==> config.mk <==
export PLATFORM = sky130hd
export DESIGN_NAME = qrs_irq_ready
export DESIGN_NICKNAME = d
export VERILOG_FILES = /design/src/core/qrs_pkg.sv /design/src/core/qrs_irq_ready.sv /design/src/core/qrs_sync.sv /design/src/core/qrs_xfer_req.sv
export SDC_FILE = /design/constraint.sdc
export NUM_CORES = 1
export LEC_CHECK = 0
export BUFFER_PORTS_ARGS = -buffer_cell sky130_fd_sc_hd__buf_4
export CORE_MARGIN = 5
export CORE_UTILIZATION = 48
export DETAILED_ROUTE_END_ITERATION = 8
export PLACE_DENSITY = 0.82
export SETUP_SLACK_MARGIN = 0.4
export SLEW_MARGIN = 10
export SYNTH_ARGS = -nofsm -noshare
export SYNTH_HDL_FRONTEND = slang
export SYNTH_SLANG_ARGS = --single-unit
==> constraint.sdc <==
create_clock -name clk -period 1.5 [get_ports clk]
set_clock_uncertainty 0.1 [all_clocks]
set_input_delay 0 -clock clk [delete_from_list [all_inputs] [get_ports clk]]
set_output_delay 0 -clock clk [all_outputs]
set_load 0.1 [all_outputs]
==> src/core/qrs_pkg.sv <==
// Purpose: Shared constants for the quad channel interrupt and ready block
// Assumes: Four channels, one 40 MHz clock, asynchronous active-low reset
// Notes: Overview of operation
// Overview of operation
// RL1 - Host ties bus-style pin high for strobe mode, low for read/write-select mode.
// RL2 - Strobe mode: low channel D select enables channel D; otherwise ignored.
// RL3 - Strobe mode: channel A interrupt driven when enable bit is 1, else floats.
// RL4 - Strobe mode: channels B to D interrupts follow the same enable rule.
// RL5 - Read/write-select mode: channel A pin is shared open-drain active-low request.
// RL6 - Read/write-select mode: channel B to D interrupt pins held at zero.
// RL7 - Strobe mode: high force input keeps all four interrupt outputs enabled.
// RL8 - Strobe mode: force input low lets each enable bit decide drive.
// RL9 - Host holds force input low in read/write-select mode.
// RL10 - Force input is active high, pulled down when unconnected.
// RL11 - Each channel drives active-low transmit-ready from its transmit buffer state.
// RL12 - With transfer mode enabled, transmit-ready pin carries the transmit request.
// RL13 - Each channel drives active-low receive-ready from its receive buffer state.
// RL14 - With transfer mode enabled, receive-ready pin carries the receive request.
// RL15 - Combined transmit-ready is wire-OR of the four channel states.
// RL16 - Combined receive-ready is wire-OR of the four channel states.
// RL17 - Combined output low whenever any channel ready output is low.
// RL18 - Status select low places ready byte on data bus, address ignored.
// RL19 - Ready byte bits 3:0 are inverted channel A to D transmit-ready pins.
// RL20 - Ready byte bits 7:4 are uninverted channel A to D receive-ready pins.
// RL21 - Status select is active low, pulled up when unconnected.
// RL22 - Transmit request held until terminal count or buffer above trigger.
// RL23 - Receive request held until terminal count or receive buffer empty.
package qrs_pkg;
    localparam int unsigned QRS_CHANNELS      = 4;
    localparam int unsigned QRS_SYNC_STAGES   = 2;
    localparam logic        QRS_IRQ_OE_RESET  = 1'b0;
    localparam logic        QRS_READY_N_RESET = 1'b1;
    localparam logic        QRS_REQ_RESET     = 1'b0;
    localparam logic        QRS_ARMED_RESET   = 1'b1;
    localparam logic [7:0]  QRS_DATA_RESET    = 8'h00;
    localparam int unsigned QRS_SNAP_TX_LSB   = 0;
    localparam int unsigned QRS_SNAP_RX_LSB   = 4;
    localparam int unsigned QRS_XFER_TX_BIT   = 2;
    localparam int unsigned QRS_XFER_RX_BIT   = 3;
    localparam int unsigned QRS_IRQ_EN_BIT    = 3;
    localparam logic        QRS_PULLDOWN_LVL  = 1'b0;
    localparam logic        QRS_PULLUP_LVL    = 1'b1;
endpackage

==> src/core/qrs_irq_ready.sv <==
// Purpose: Interrupt pins, ready pins, combined ready and pin-selected status byte
// Assumes: Core signals share clk; pin inputs pass a two-stage synchroniser
// Notes: Pull resistors modelled by the default level of unconnected pins
`timescale 1ns/100ps
`default_nettype none
module qrs_irq_ready
    import qrs_pkg::*;
#(
    parameter int unsigned NCH = QRS_CHANNELS
)(
    // Clock and reset
    input  wire logic           clk,
    input  wire logic           arst_n,
    // Bus pins
    input  wire logic           bus_mode_strobe,
    input  wire logic           chan_d_select_n,
    input  wire logic           irq_force_enable,
    input  wire logic           status_snapshot_sel_n,
    input  wire logic           terminal_count_pulse,
    // Core per-channel state
    input  wire logic [NCH-1:0] chan_irq_pending,
    input  wire logic [NCH-1:0] irq_output_enable_bit,
    input  wire logic [NCH-1:0] tx_xfer_enable,
    input  wire logic [NCH-1:0] rx_xfer_enable,
    input  wire logic [NCH-1:0] tx_has_room,
    input  wire logic [NCH-1:0] tx_above_trigger,
    input  wire logic [NCH-1:0] rx_has_data,
    // Channel D enable to core
    output logic                chan_d_enable,
    // Interrupt pins
    output logic [NCH-1:0]      chan_irq_out,
    output logic [NCH-1:0]      chan_irq_oe,
    // Ready pins
    output logic [NCH-1:0]      chan_tx_room_n,
    output logic [NCH-1:0]      chan_rx_avail_n,
    output logic                combined_tx_room_n,
    output logic                combined_rx_avail_n,
    // Transfer requests
    output logic [NCH-1:0]      tx_xfer_request,
    output logic [NCH-1:0]      rx_xfer_request,
    // Data bus
    output logic [7:0]          data_out,
    output logic                data_oe
);
    localparam logic [4:0] PIN_RESET = {QRS_PULLUP_LVL, QRS_PULLDOWN_LVL, QRS_PULLUP_LVL,
                                        QRS_PULLDOWN_LVL, QRS_PULLDOWN_LVL};

    logic           mode_strobe;
    logic           csd_n;
    logic           force_en;
    logic           snap_sel_n;
    logic           tc_sync;
    logic           tc_prev;
    logic           tc_pulse;
    logic [NCH-1:0] next_irq_out;
    logic [NCH-1:0] next_irq_oe;
    logic [NCH-1:0] next_tx_n;
    logic [NCH-1:0] next_rx_n;
    logic [7:0]     pin_ready_snapshot;

    // Pin synchronisers
    qrs_sync #(
        .WIDTH     (5),
        .RESET_VAL (PIN_RESET)
    ) u_pin_sync (
        .clk    (clk),
        .arst_n (arst_n),
        .din    ({status_snapshot_sel_n, irq_force_enable, chan_d_select_n,
                  bus_mode_strobe, terminal_count_pulse}),
        .dout   ({snap_sel_n, force_en, csd_n, mode_strobe, tc_sync})
    );

    // Terminal count edge
    always_ff @(posedge clk or negedge arst_n)
    begin
        if (!arst_n)
            tc_prev <= 1'b0;
        else
            tc_prev <= tc_sync;
    end

    assign tc_pulse = tc_sync && !tc_prev;

    // Transfer request lines
    for (genvar i = 0; i < NCH; i++)
    begin : g_req
        qrs_xfer_req u_tx_req (
            .clk        (clk),
            .arst_n     (arst_n),
            .enable     (tx_xfer_enable[i]),
            .start_cond (tx_has_room[i] && !tx_above_trigger[i]),
            .stop_cond  (tx_above_trigger[i]),
            .tc_pulse   (tc_pulse),
            .request    (tx_xfer_request[i])
        );
        qrs_xfer_req u_rx_req (
            .clk        (clk),
            .arst_n     (arst_n),
            .enable     (rx_xfer_enable[i]),
            .start_cond (rx_has_data[i]),
            .stop_cond  (!rx_has_data[i]),
            .tc_pulse   (tc_pulse),
            .request    (rx_xfer_request[i])
        );
    end

    // Channel D select
    always_ff @(posedge clk or negedge arst_n)
    begin
        if (!arst_n)
            chan_d_enable <= 1'b0;
        else
            chan_d_enable <= mode_strobe && !csd_n; // see RL2
    end

    // Interrupt pin drive
    always_comb
    begin
        next_irq_out = chan_irq_pending;
        next_irq_oe  = '0;
        if (mode_strobe)
        begin
            // see RL3 see RL4 see RL7 see RL8 see RL10
            next_irq_oe = force_en ? '1 : irq_output_enable_bit;
        end
        else
        begin
            // Shared open-drain request on channel A (see RL5)
            next_irq_out    = '0;
            next_irq_oe[0]  = |chan_irq_pending;
            // Idle pins held low (see RL6)
            next_irq_oe[NCH-1:1] = '1;
        end
    end

    always_ff @(posedge clk or negedge arst_n)
    begin
        if (!arst_n)
        begin
            chan_irq_out <= '0;
            chan_irq_oe  <= {NCH{QRS_IRQ_OE_RESET}};
        end
        else
        begin
            chan_irq_out <= next_irq_out;
            chan_irq_oe  <= next_irq_oe;
        end
    end

    // Ready pin selection
    always_comb
    begin
        for (int i = 0; i < NCH; i++)
        begin
            next_tx_n[i] = tx_xfer_enable[i] ? !tx_xfer_request[i] : !tx_has_room[i]; // see RL11 see RL12
            next_rx_n[i] = rx_xfer_enable[i] ? !rx_xfer_request[i] : !rx_has_data[i]; // see RL13 see RL14
        end
    end

    always_ff @(posedge clk or negedge arst_n)
    begin
        if (!arst_n)
        begin
            chan_tx_room_n      <= {NCH{QRS_READY_N_RESET}};
            chan_rx_avail_n     <= {NCH{QRS_READY_N_RESET}};
            combined_tx_room_n  <= QRS_READY_N_RESET;
            combined_rx_avail_n <= QRS_READY_N_RESET;
        end
        else
        begin
            chan_tx_room_n      <= next_tx_n;
            chan_rx_avail_n     <= next_rx_n;
            combined_tx_room_n  <= &next_tx_n; // see RL15 see RL17
            combined_rx_avail_n <= &next_rx_n; // see RL16 see RL17
        end
    end

    // Status byte from the pins as driven
    always_comb
    begin
        pin_ready_snapshot = QRS_DATA_RESET;
        pin_ready_snapshot[QRS_SNAP_TX_LSB +: NCH] = ~chan_tx_room_n; // see RL19
        pin_ready_snapshot[QRS_SNAP_RX_LSB +: NCH] = chan_rx_avail_n; // see RL20
    end

    always_ff @(posedge clk or negedge arst_n)
    begin
        if (!arst_n)
        begin
            data_out <= QRS_DATA_RESET;
            data_oe  <= 1'b0;
        end
        else
        begin
            data_out <= pin_ready_snapshot;
            data_oe  <= !snap_sel_n; // see RL18 see RL21
        end
    end
endmodule
`default_nettype wire

==> src/core/qrs_sync.sv <==
// Purpose: Two flip-flop synchroniser for pin inputs
// Assumes: Inputs are asynchronous to clk
// Notes: First stage is read only by the second
`timescale 1ns/100ps
`default_nettype none
module qrs_sync
    import qrs_pkg::*;
#(
    parameter int unsigned WIDTH = 1,
    parameter logic [WIDTH-1:0] RESET_VAL = '0
)(
    // Clock and reset
    input  wire logic             clk,
    input  wire logic             arst_n,
    // Data
    input  wire logic [WIDTH-1:0] din,
    output logic      [WIDTH-1:0] dout
);
    logic [WIDTH-1:0] meta;

    always_ff @(posedge clk or negedge arst_n)
    begin
        if (!arst_n)
        begin
            meta <= RESET_VAL;
            dout <= RESET_VAL;
        end
        else
        begin
            meta <= din;
            dout <= meta;
        end
    end
endmodule
`default_nettype wire

==> src/core/qrs_xfer_req.sv <==
// Purpose: One transfer request line with start, stop and terminal count
// Assumes: All inputs on clk; tc_pulse is a one-cycle pulse
// Notes: After terminal count, rearms once the stop condition is seen or enable is low
`timescale 1ns/100ps
`default_nettype none
module qrs_xfer_req
    import qrs_pkg::*;
(
    // Clock and reset
    input  wire logic clk,
    input  wire logic arst_n,
    // Control
    input  wire logic enable,
    input  wire logic start_cond,
    input  wire logic stop_cond,
    input  wire logic tc_pulse,
    // Request
    output logic      request
);
    logic armed;

    // Held high until terminal count or stop condition (see RL22) (see RL23)
    always_ff @(posedge clk or negedge arst_n)
    begin
        if (!arst_n)
        begin
            request <= QRS_REQ_RESET;
            armed   <= QRS_ARMED_RESET;
        end
        else if (!enable || stop_cond)
        begin
            request <= 1'b0;
            armed   <= 1'b1;
        end
        else if (tc_pulse)
        begin
            request <= 1'b0;
            armed   <= 1'b0;
        end
        else if (start_cond && armed)
        begin
            request <= 1'b1;
        end
    end
endmodule
`default_nettype wire
==> results of run 1 <==
final timing paths:
path	from	endpoint	slack (ns)	depth (start not counted)
max	chan_tx_room_n[0]	chan_tx_room_n[0]	0.27	1
min	arst_n	g_req[2].u_tx_req.request	0.16	2
max reg2reg	u_pin_sync.dout[0]	g_req[0].u_tx_req.request	0.41	2
min reg2reg	u_pin_sync.meta[3]	u_pin_sync.dout[3]	0.26	0
max in group asynchronous	arst_n	chan_irq_oe[3]	0.71	2
min in group clk	chan_d_select_n	u_pin_sync.meta[2]	0.25	2
layout make-up:
type	count	area (um2)
sequential	55	1420
timing repair buffer	105	1030
fill	225	872
multi-input combinational	52	444
clock buffer	5	68.8
clock inverter	3	67.6
tap	50	62.6
inverter	9	33.8
cell families (layout without fill, tap and decap cells):
kind of cell,after synthesis,count (layout),synth area share
mux,9,9,0.0454
buf+inv,23,122,0.0737
flops,55,55,0.707
compound gates,12,12,0.0428
simple gates,31,31,0.131
power breakdown:
group	switching (mW)	leakage [nW]	internal [mW]	total, mW
Clock	0.458	0.0644	0.665	1.12
Combinational	0.609	0.752	0.303	0.913
Sequential	0.0544	0.629	1.60	1.65
per-layer routing:
metal / vias up / part of all wire / GRT usage
met1: 637 / 0.37 / 0.204
met4: 0 / 0.018 / 0.0613
met2: 58 / 0.53 / 0.328
li1: 611 / - / -
met5: - / 0 / 0
met3: 8 / 0.082 / 0.0486
stage by stage:
step | cell area, um2 | setup WS (ns) | hold slack (ns) | std cells | utilization
floorplan | 2000 | 0.419 | -0.396 | 130 | -
global placement | 2480 | 0.222 | -0.0406 | 236 | 0.619
detailed placement | 2480 | 0.192 | -0.0251 | 236 | 0.619
CTS | 3110 | 0.265 | 0.184 | 278 | 0.778
global route | 3130 | 0.247 | 0.228 | 279 | 0.782
finish | 3130 | 0.269 | 0.163 | 279 | 0.782
flip-flops by register name, summed over array words and instances, names as in the netlist:
name and cells:
chan_rx_avail_n 4, g_req.u_rx_req.request 4, chan_irq_out 4, u_pin_sync.dout 5, data_out 8, tc_prev 1
combined_tx_room_n 1, u_pin_sync.meta 5, g_req.u_tx_req.request 4, data_oe 1, chan_tx_room_n 4, chan_d_enable 1
chan_irq_oe 4, g_req.u_rx_req.armed 4, combined_rx_avail_n 1, g_req.u_tx_req.armed 4
what timing repair did:
| action | CTS | global route |
|---|---|---|
| endpoints found under the setup margin | 26 | 21 |
| gates resized for setup | 40 | 3 |
| hold buffers | 34 | 0 |
| endpoints found under the hold margin | 72 | 0 |
| buffers inserted | 0 | 1 |
| pin swaps | 0 | 5 |
placed cells by master (no fill, tap or decap), drive strengths merged:
| cell | instances |
|---|---|
| buf | 71 |
| dlygate4sd3 | 34 |
| dfrtp | 33 |
| dfstp | 22 |
| inv | 9 |
| mux2i | 9 |
| nor2 | 5 |
| clkbuf | 5 |
| nor4 | 5 |
| and2 | 4 |
| nand2 | 4 |
| a21o | 4 |
| nor3 | 4 |
| a211o | 4 |
| a21oi | 4 |
| nand2b | 4 |
| and4 | 2 |
| bufinv | 2 |
| nor2b | 2 |
| and2b | 1 |
| clkinvlp | 1 |
==> impl_metrics.env, run 1 <==
export IMPL_synthTopCellsByCount="dfrtp_1 (33), dfstp_2 (22), buf_4 (12)"
export IMPL_cp_cell_sequence="buf_12"
export IMPL_cts_made_buffers=5
export IMPL_die_h_um=74.3
export IMPL_worstSetupStartpointType="register"
export IMPL_clk_latency_ns=0.30
export IMPL_crit_arrival_ns=1.13
export IMPL_drive_gt1_frac=0.493
export IMPL_via_count=1314
export IMPL_max_stage_delay_ns=0.65
export IMPL_hold_path_class="in -> async"
export IMPL_crit_buf_inv=1
export IMPL_critPathRequiredTime_ns=1.40
export IMPL_initial_core_util=0.496
export IMPL_row_count=23
export IMPL_finalCriticalPeriod_ns=1.23
export IMPL_globalplace_congestion=0.815
export IMPL_yosys_area_top_type="dfrtp_1"
export IMPL_wl_per_cell_um=16.1
export IMPL_grt_pass1_wl_um=7240
export IMPL_htreeDepth=2
export IMPL_synthArstFlopShare=1.00
export IMPL_power_per_cell_area_nw_per_um2=1180
export IMPL_antenna_left=0
export IMPL_status="finished, final reports clean"
export IMPL_netlist_area_um2=1990
export IMPL_worst_slew_pin_slew_ns=0.648
export IMPL_nets=263
export IMPL_final_hold_viol_count=0
export IMPL_maxSlewHeadroom=0.568
export IMPL_power_mw=3.69
export IMPL_dr_first_iter_drc_count=59
export IMPL_end_kind="output port"
export IMPL_grt_max_degree=56
export IMPL_antenna_found_initial=0
export IMPL_crit_slowest_cell="dfstp_4"
export IMPL_clockBufferDepth=2
export IMPL_drv_slew=0
export IMPL_synth_edf_count=0
export IMPL_setup_tns_ns=0
export IMPL_synth_flop_cell="dfrtp_1"
export IMPL_synth_top_area_frac=0.416
export IMPL_hpwl_um=2860
export IMPL_pin_count=71
export IMPL_avgSynthCellArea_um2=15.3
export IMPL_finalCritPeriodShare=0.821
export IMPL_port_buffers=70
export IMPL_syn_inst=130
export IMPL_dr_pass1_iters=4
export IMPL_routed_wl_um=4490
export IMPL_syn_to_final_growth_pct=57.5
export IMPL_diodes=0
export IMPL_max_cap_violations=0
export IMPL_path_clk_slew_ns=0.09
export IMPL_crit_fanout=2
export IMPL_yosys_warnings=0
export IMPL_synth_fp_nets=165
export IMPL_core_um2=4000
export IMPL_root_buffer="clkbuf_8"
export IMPL_die_w_um=74.3
export IMPL_grt_use_total=0.180
export IMPL_setup_viol_count_final=0
export IMPL_clock_fmax_ghz=0.812
export IMPL_rsz0062_at_grt="true"
export IMPL_synth_most_common_cell="dfrtp_1"
export IMPL_synthTopCellsByArea="dfrtp_1 (42%), dfstp_2 (29%), mux2i_1 (4.5%)"
export IMPL_die_area_um2=5520
export IMPL_grt_pass1_vias=1491
export IMPL_clock_sinks=55
export IMPL_synth_cell_type_count=20
export IMPL_crit_type="reg -> out"
export IMPL_cts_tree="yes"
export IMPL_vdd_drop_max_mv=0.887
export IMPL_synth_seq_cells=55
export IMPL_vias_per_cell=4.71
export IMPL_gr_total_overflow=0
export IMPL_leakagePower_nw=1.45
export IMPL_drc=0
export IMPL_yosysSeqAreaShare=0.707
export IMPL_critPathTopFamily="flip-flops"
No activity file was read; power rests on OpenSTA's default activity.
==> inputs of run 2 (changes only) <==
ABC_AREA = 1   (was default)
CORE_UTILIZATION = 44   (was 48)
PLACE_DENSITY = 0.78   (was 0.82)
clock period = 1.1 ns   (was 1.5 ns; I/O delays follow)
==> run 2 against run 1 <==
Effect of this change: the flow now finishes with violations (negative hold slack, negative setup slack); largest cell class unchanged; global-route usage shrank 0.32 points; via count grew 26%; worst setup slack lost 0.39 ns; cell area grew 18%; first-iteration DRC count shrank 19%; utilization grew 5.4 points; flip-flop and latch count is the same; sequential share of layout area shrank 4.8 points; count of clock-buffer cells in the layout grew 2; synthesized cell count grew 58%.
==> impl_metrics.env, run 2 <==
export IMPL_status="finished, violations left"
export IMPL_violations="negative hold slack, negative setup slack"
export IMPL_grt_pass1_wl_um=8430
export IMPL_cp_cell_sequence="buf_12"
export IMPL_initial_core_util=0.462
export IMPL_maxSlewHeadroom=0.812
export IMPL_cts_tree="yes"
export IMPL_synthTopCellsByCount="nand2_1 (61), inv_1 (41), dfrtp_1 (33)"
export IMPL_max_stage_delay_ns=0.65
export IMPL_synth_top_area_frac=0.405
export IMPL_dr_pass1_iters=4
export IMPL_dr_first_iter_drc_count=48
export IMPL_dp_slack_ns=0.0965
export IMPL_largest_reg_flops=8
export IMPL_gr_total_overflow=0
export IMPL_synth_fp_nets=240
export IMPL_syn_to_final_growth_pct=80.9
export IMPL_dp_cells=316
export IMPL_netlist_area_um2=2040
export IMPL_antenna_found_initial=0
export IMPL_grt_max_degree=56
export IMPL_drive_gt1_frac=0.653
export IMPL_critPathRequiredTime_ns=1.00
export IMPL_worst_slew_pin_slew_ns=0.281
export IMPL_yosysSeqAreaShare=0.688
export IMPL_worst_hold_path_num_cells=2
export IMPL_end_kind="output port"
export IMPL_final_util=0.836
export IMPL_synthArstFlopShare=1.00
export IMPL_globalplace_congestion=0.775
export IMPL_hold_path_class="in -> reg"
export IMPL_final_hold_viol_count=22
export IMPL_max_cap_violations=0
export IMPL_vias_per_cell=4.68
export IMPL_synth_most_common_cell="nand2_1"
export IMPL_crit_arrival_ns=1.12
export IMPL_die_w_um=78.1
export IMPL_routed_wl_um=5700
export IMPL_crit_buf_inv=1
export IMPL_worstSetupStartpointType="register"
export IMPL_rsz0062_at_grt="true"
export IMPL_grt_use_total=0.177
export IMPL_vdd_drop_max_mv=0.944
export IMPL_finalCritPeriodShare=1.11
export IMPL_leakagePower_nw=1.78
export IMPL_syn_inst=205
export IMPL_critPathTopFamily="flip-flops"
export IMPL_clock_fmax_ghz=0.818
export IMPL_cts_made_buffers=5
export IMPL_port_buffers=70
export IMPL_synth_seq_cells=55
export IMPL_r2r_slack_ns=-0.07
export IMPL_crit_slowest_cell="dfstp_4"
export IMPL_reg_largest_list="data_out (8), u_pin_sync.dout (5), u_pin_sync.meta (5)"
export IMPL_hpwl_um=3030
export IMPL_synth_edf_count=0
export IMPL_avgSynthCellArea_um2=9.95
export IMPL_antenna_left=0
export IMPL_crit_type="reg -> out"
export IMPL_clock_sinks=55
export IMPL_via_count=1661
export IMPL_core_um2=4410
export IMPL_hold_worst_slack_ns=-0.212
export IMPL_clockBufferDepth=2
export IMPL_row_count=24
export IMPL_crit_reg2reg_launch="tc_prev"
export IMPL_die_area_um2=6100
export IMPL_nets=337
export IMPL_grt_pass1_vias=1812
export IMPL_r2r_cells=5
export IMPL_pin_count=71
export IMPL_worstHoldStart="rx_xfer_enable[3]"
export IMPL_hold_end="g_req[3].u_rx_req.armed"
export IMPL_r2r_end="g_req[1].u_tx_req.request"
export IMPL_power_mw=4.89
export IMPL_synthTopCellsByArea="dfrtp_1 (40%), dfstp_2 (28%), nand2_1 (11%)"
export IMPL_crit_fanout=2
export IMPL_die_h_um=78.1
export IMPL_path_clk_slew_ns=0.09
export IMPL_clk_latency_ns=0.30
export IMPL_setup_viol_count_final=18
export IMPL_root_buffer="clkbuf_8"
export IMPL_setup_ws_ns=-0.122
export IMPL_drc=0
export IMPL_htreeDepth=2
export IMPL_synth_cell_type_count=13
export IMPL_synth_flop_cell="dfrtp_1"
export IMPL_yosys_area_top_type="dfrtp_1"
export IMPL_drv_slew=0
export IMPL_wl_per_cell_um=16.1
export IMPL_stdcell_count=355
export IMPL_yosys_warnings=0
export IMPL_layout_common_cells="buf_4 (37), buf_12 (37), nand2_1 (35), inv_1 (26), nand2_2 (23)"
export IMPL_finalCriticalPeriod_ns=1.22
export IMPL_power_per_cell_area_nw_per_um2=1320
export IMPL_top_register="data_out"
export IMPL_diodes=0
run 2: cell count changes in the layout (fill, tap and decap cells not counted), sizes merged, moves of 9 or more:
cell,change
nand2,+57
inv,+33
dlygate4sd3,-15
nor2,+13
buf,+12
nand3,+10
mux2i,-9
run 2: timing repair:
| item | CTS | global route |
|---|---|---|
| setup buffers | 7 | 4 |
| hold endpoints to repair | 94 | 28 |
| hold buffers | 21 | 5 |
| endpoints found under the setup margin | 76 | 80 |
| pin swaps | 14 | 17 |
| cloned | 0 | 1 |
| gates resized for setup | 144 | 43 |
run 2: how the worst max path moves through the flow:
stage	slack, ns	startpoint	cells past startpoint	end
floorplan	0.07	chan_tx_room_n[0]	1	data_out[0]
global route	-0.15	chan_tx_room_n[1]	1	chan_tx_room_n[1]
CTS	-0.12	chan_tx_room_n[2]	1	chan_tx_room_n[2]
detailed placement	0.1	u_pin_sync.dout[0]	5	g_req[2].u_tx_req.armed
global placement	0.12	chan_tx_room_n[2]	1	chan_tx_room_n[2]
finish	-0.12	chan_tx_room_n[1]	1	chan_tx_room_n[1]
run 2: cell type report:
cell class	instances	area [um2]
clock buffers	7	86.3
clock inverters	1	5.00
fillers	214	722
inverters	42	163
multi-input cells	95	558
flip-flops and latches	55	1500
well taps	52	65.1
repair buffers	102	1310
repair inverters	1	6.26
run 2: report_power, final:
part	switching [mW]	internal, mW
clock network	0.604	0.509
registers	0.112	2.21
logic	0.896	0.563
run 2: through the flow:
| stage | setup TNS [ns] | instance area [um2] |
|---|---|---|
| global placement | 0 | 2650 |
| finish | -1.09 | 3690 |
| global route | -2.09 | 3690 |
| floorplan | 0 | 2210 |
| detailed placement | 0 | 2650 |
| CTS | -0.849 | 3570 |
run 2: cells by family (layout without fill, tap and decap cells):
family / count (synthesis) / in the layout / synth area share
simple gates: 93 / 93 / 0.183
flops: 55 / 55 / 0.688
buf+inv: 55 / 153 / 0.124
compound gates: 2 / 2 / 0.00490
run 2: layer usage:
layer  global-route usage  vias to the layer above  share of wire
met4               0.0709                        0          0.033
met3               0.0515                       18          0.064
met2                0.335                       62           0.57
met5                    0                        -              0
li1                     -                      777              -
met1                0.179                      804           0.33
==> inputs of run 3 (changes only) <==
RECOVER_POWER = 100   (was default)
==> run 3 against run 2 <==
Effect of this change: the flow still finishes with violations (negative hold slack, negative setup slack); non-clock buffer count unchanged; sequential power about the same; fmax about the same; utilization down 2.3 points; first-iteration DRC count up 8.3%; register-to-register slack better by 0.02 ns; via count down 0.96%; global-route usage unchanged; cell area down 2.7%.
==> impl_metrics.env, run 3 (synthesis gave the netlist of run 2 again) <==
export IMPL_worstHoldStart="rx_xfer_enable[3]"
export IMPL_nets=337
export IMPL_stdcell_count=355
export IMPL_vdd_drop_max_mv=0.942
export IMPL_power_mw=4.84
export IMPL_cts_made_buffers=5
export IMPL_setup_tns_ns=-0.984
export IMPL_dr_first_iter_drc_count=52
export IMPL_port_buffers=70
export IMPL_maxSlewHeadroom=0.525
export IMPL_clock_sinks=55
export IMPL_crit_buf_inv=1
export IMPL_crit_fanout=2
export IMPL_setup_ws_ns=-0.122
export IMPL_violations="negative hold slack, negative setup slack"
export IMPL_grt_pass1_vias=1812
export IMPL_crit_slowest_cell="dfstp_4"
export IMPL_drv_slew=0
export IMPL_clk_latency_ns=0.30
export IMPL_seq_power_share=0.476
export IMPL_combPwrFrac=0.293
export IMPL_status="finished, violations left"
export IMPL_drc=0
export IMPL_worst_slew_pin_slew_ns=0.713
export IMPL_hold_path_class="in -> reg"
export IMPL_p_switching_mw=1.60
export IMPL_top_register="data_out"
export IMPL_cp_cell_sequence="buf_12"
export IMPL_crit_path_start="chan_tx_room_n[1]"
export IMPL_critPathTopFamily="flip-flops"
export IMPL_crit_type="reg -> out"
export IMPL_finalCritPeriodShare=1.11
export IMPL_via_count=1645
export IMPL_pin_count=71
export IMPL_max_cap_violations=0
export IMPL_routed_wl_um=5700
export IMPL_globalplace_congestion=0.775
export IMPL_final_hold_viol_count=22
export IMPL_r2r_slack_ns=-0.05
export IMPL_rsz0062_at_grt="true"
export IMPL_clock_fmax_ghz=0.818
export IMPL_htreeDepth=2
export IMPL_grt_pass1_wl_um=8430
export IMPL_wl_per_cell_um=16.1
export IMPL_r2r_end="g_req[1].u_tx_req.request"
export IMPL_dp_slack_ns=0.0965
export IMPL_worstSetupStartpointType="register"
export IMPL_drive_gt1_frac=0.584
export IMPL_hold_worst_slack_ns=-0.214
export IMPL_largest_reg_flops=8
export IMPL_p_clk_frac=0.231
export IMPL_crit_reg2reg_launch="tc_prev"
export IMPL_dr_pass1_iters=4
export IMPL_initial_core_util=0.462
export IMPL_grt_use_total=0.177
export IMPL_diodes=0
export IMPL_grt_max_degree=56
export IMPL_row_count=24
export IMPL_reg_largest_list="data_out (8), u_pin_sync.dout (5), u_pin_sync.meta (5)"
export IMPL_power_per_cell_area_nw_per_um2=1350
export IMPL_setup_viol_count_final=15
export IMPL_end_kind="output port"
export IMPL_hpwl_um=3030
export IMPL_die_h_um=78.1
export IMPL_layout_commonest_cell="nand2_1"
export IMPL_finalCriticalPeriod_ns=1.22
export IMPL_netSwitchingFraction=0.331
export IMPL_critPathRequiredTime_ns=1.00
export IMPL_layout_common_cells="nand2_1 (38), inv_1 (33), buf_12 (30), buf_4 (29), nand2_2 (20)"
export IMPL_r2r_cells=5
export IMPL_vias_per_cell=4.63
export IMPL_worst_hold_path_num_cells=2
export IMPL_die_w_um=78.1
export IMPL_clockBufferDepth=2
export IMPL_gr_total_overflow=0
export IMPL_internal_power_mw=3.24
export IMPL_hold_end="g_req[3].u_rx_req.armed"
export IMPL_root_buffer="clkbuf_8"
export IMPL_core_um2=4410
export IMPL_antenna_left=0
export IMPL_crit_arrival_ns=1.12
export IMPL_antenna_found_initial=0
export IMPL_dp_cells=316
export IMPL_max_stage_delay_ns=0.65
export IMPL_leakagePower_nw=1.75
export IMPL_die_area_um2=6100
export IMPL_syn_to_final_growth_pct=76.0
export IMPL_path_clk_slew_ns=0.09
export IMPL_cts_tree="yes"
[run 3: area by class of cell]
cell class	count	area, um2
Multi-Input combinational cell	95	551
Clock inverter	1	5.00
Timing Repair Buffer	102	1220
Inverter	42	163
Tap cell	52	65.1
Sequential cell	55	1500
Timing Repair inverter	1	3.75
Clock buffer	7	86.3
Fill cell	238	823
[run 3: power groups by stage]
stage               logic (mW)  clock network (mW)  registers (mW)
global placement          1.05                   0            2.29
detailed placement        1.06                   0            2.29
finish                    1.42                1.12            2.31
floorplan                0.390                   0            2.72
CTS                       1.40                1.14            2.30
global route              1.48                1.21            2.32
[run 3: what timing repair did]
item,in CTS,in global routing
hold buffers,21,5
gates cloned,0,1
pin swaps,14,17
hold endpoints to repair,94,28
gates resized for setup,144,43
buffers inserted,7,4
endpoints found under the setup margin,76,80
[run 3: layer usage]
metal	GRT usage	vias up	share of wire
li1	-	775	-
met1	0.179	788	0.33
met2	0.335	64	0.57
met3	0.0515	18	0.066
met4	0.0709	0	0.033
met5	0	-	0
[run 3: worst max path at each step]
stage	to	slack, ns	cells past startpoint
2_1_floorplan	data_out[0]	0.07	1
3_3_place_gp	chan_tx_room_n[2]	0.12	1
3_5_place_dp	g_req[2].u_tx_req.armed	0.1	5
4_1_cts	chan_tx_room_n[2]	-0.12	1
5_1_grt	data_out[6]	-0.15	3
6_report	chan_tx_room_n[1]	-0.12	1
[run 3: metrics by stage]
| step | cell area [um2] | util |
|---|---|---|
| floorplan | 2210 | - |
| global placement | 2650 | 0.601 |
| detailed placement | 2650 | 0.601 |
| CTS | 3570 | 0.809 |
| global route | 3590 | 0.813 |
| finish | 3590 | 0.813 |
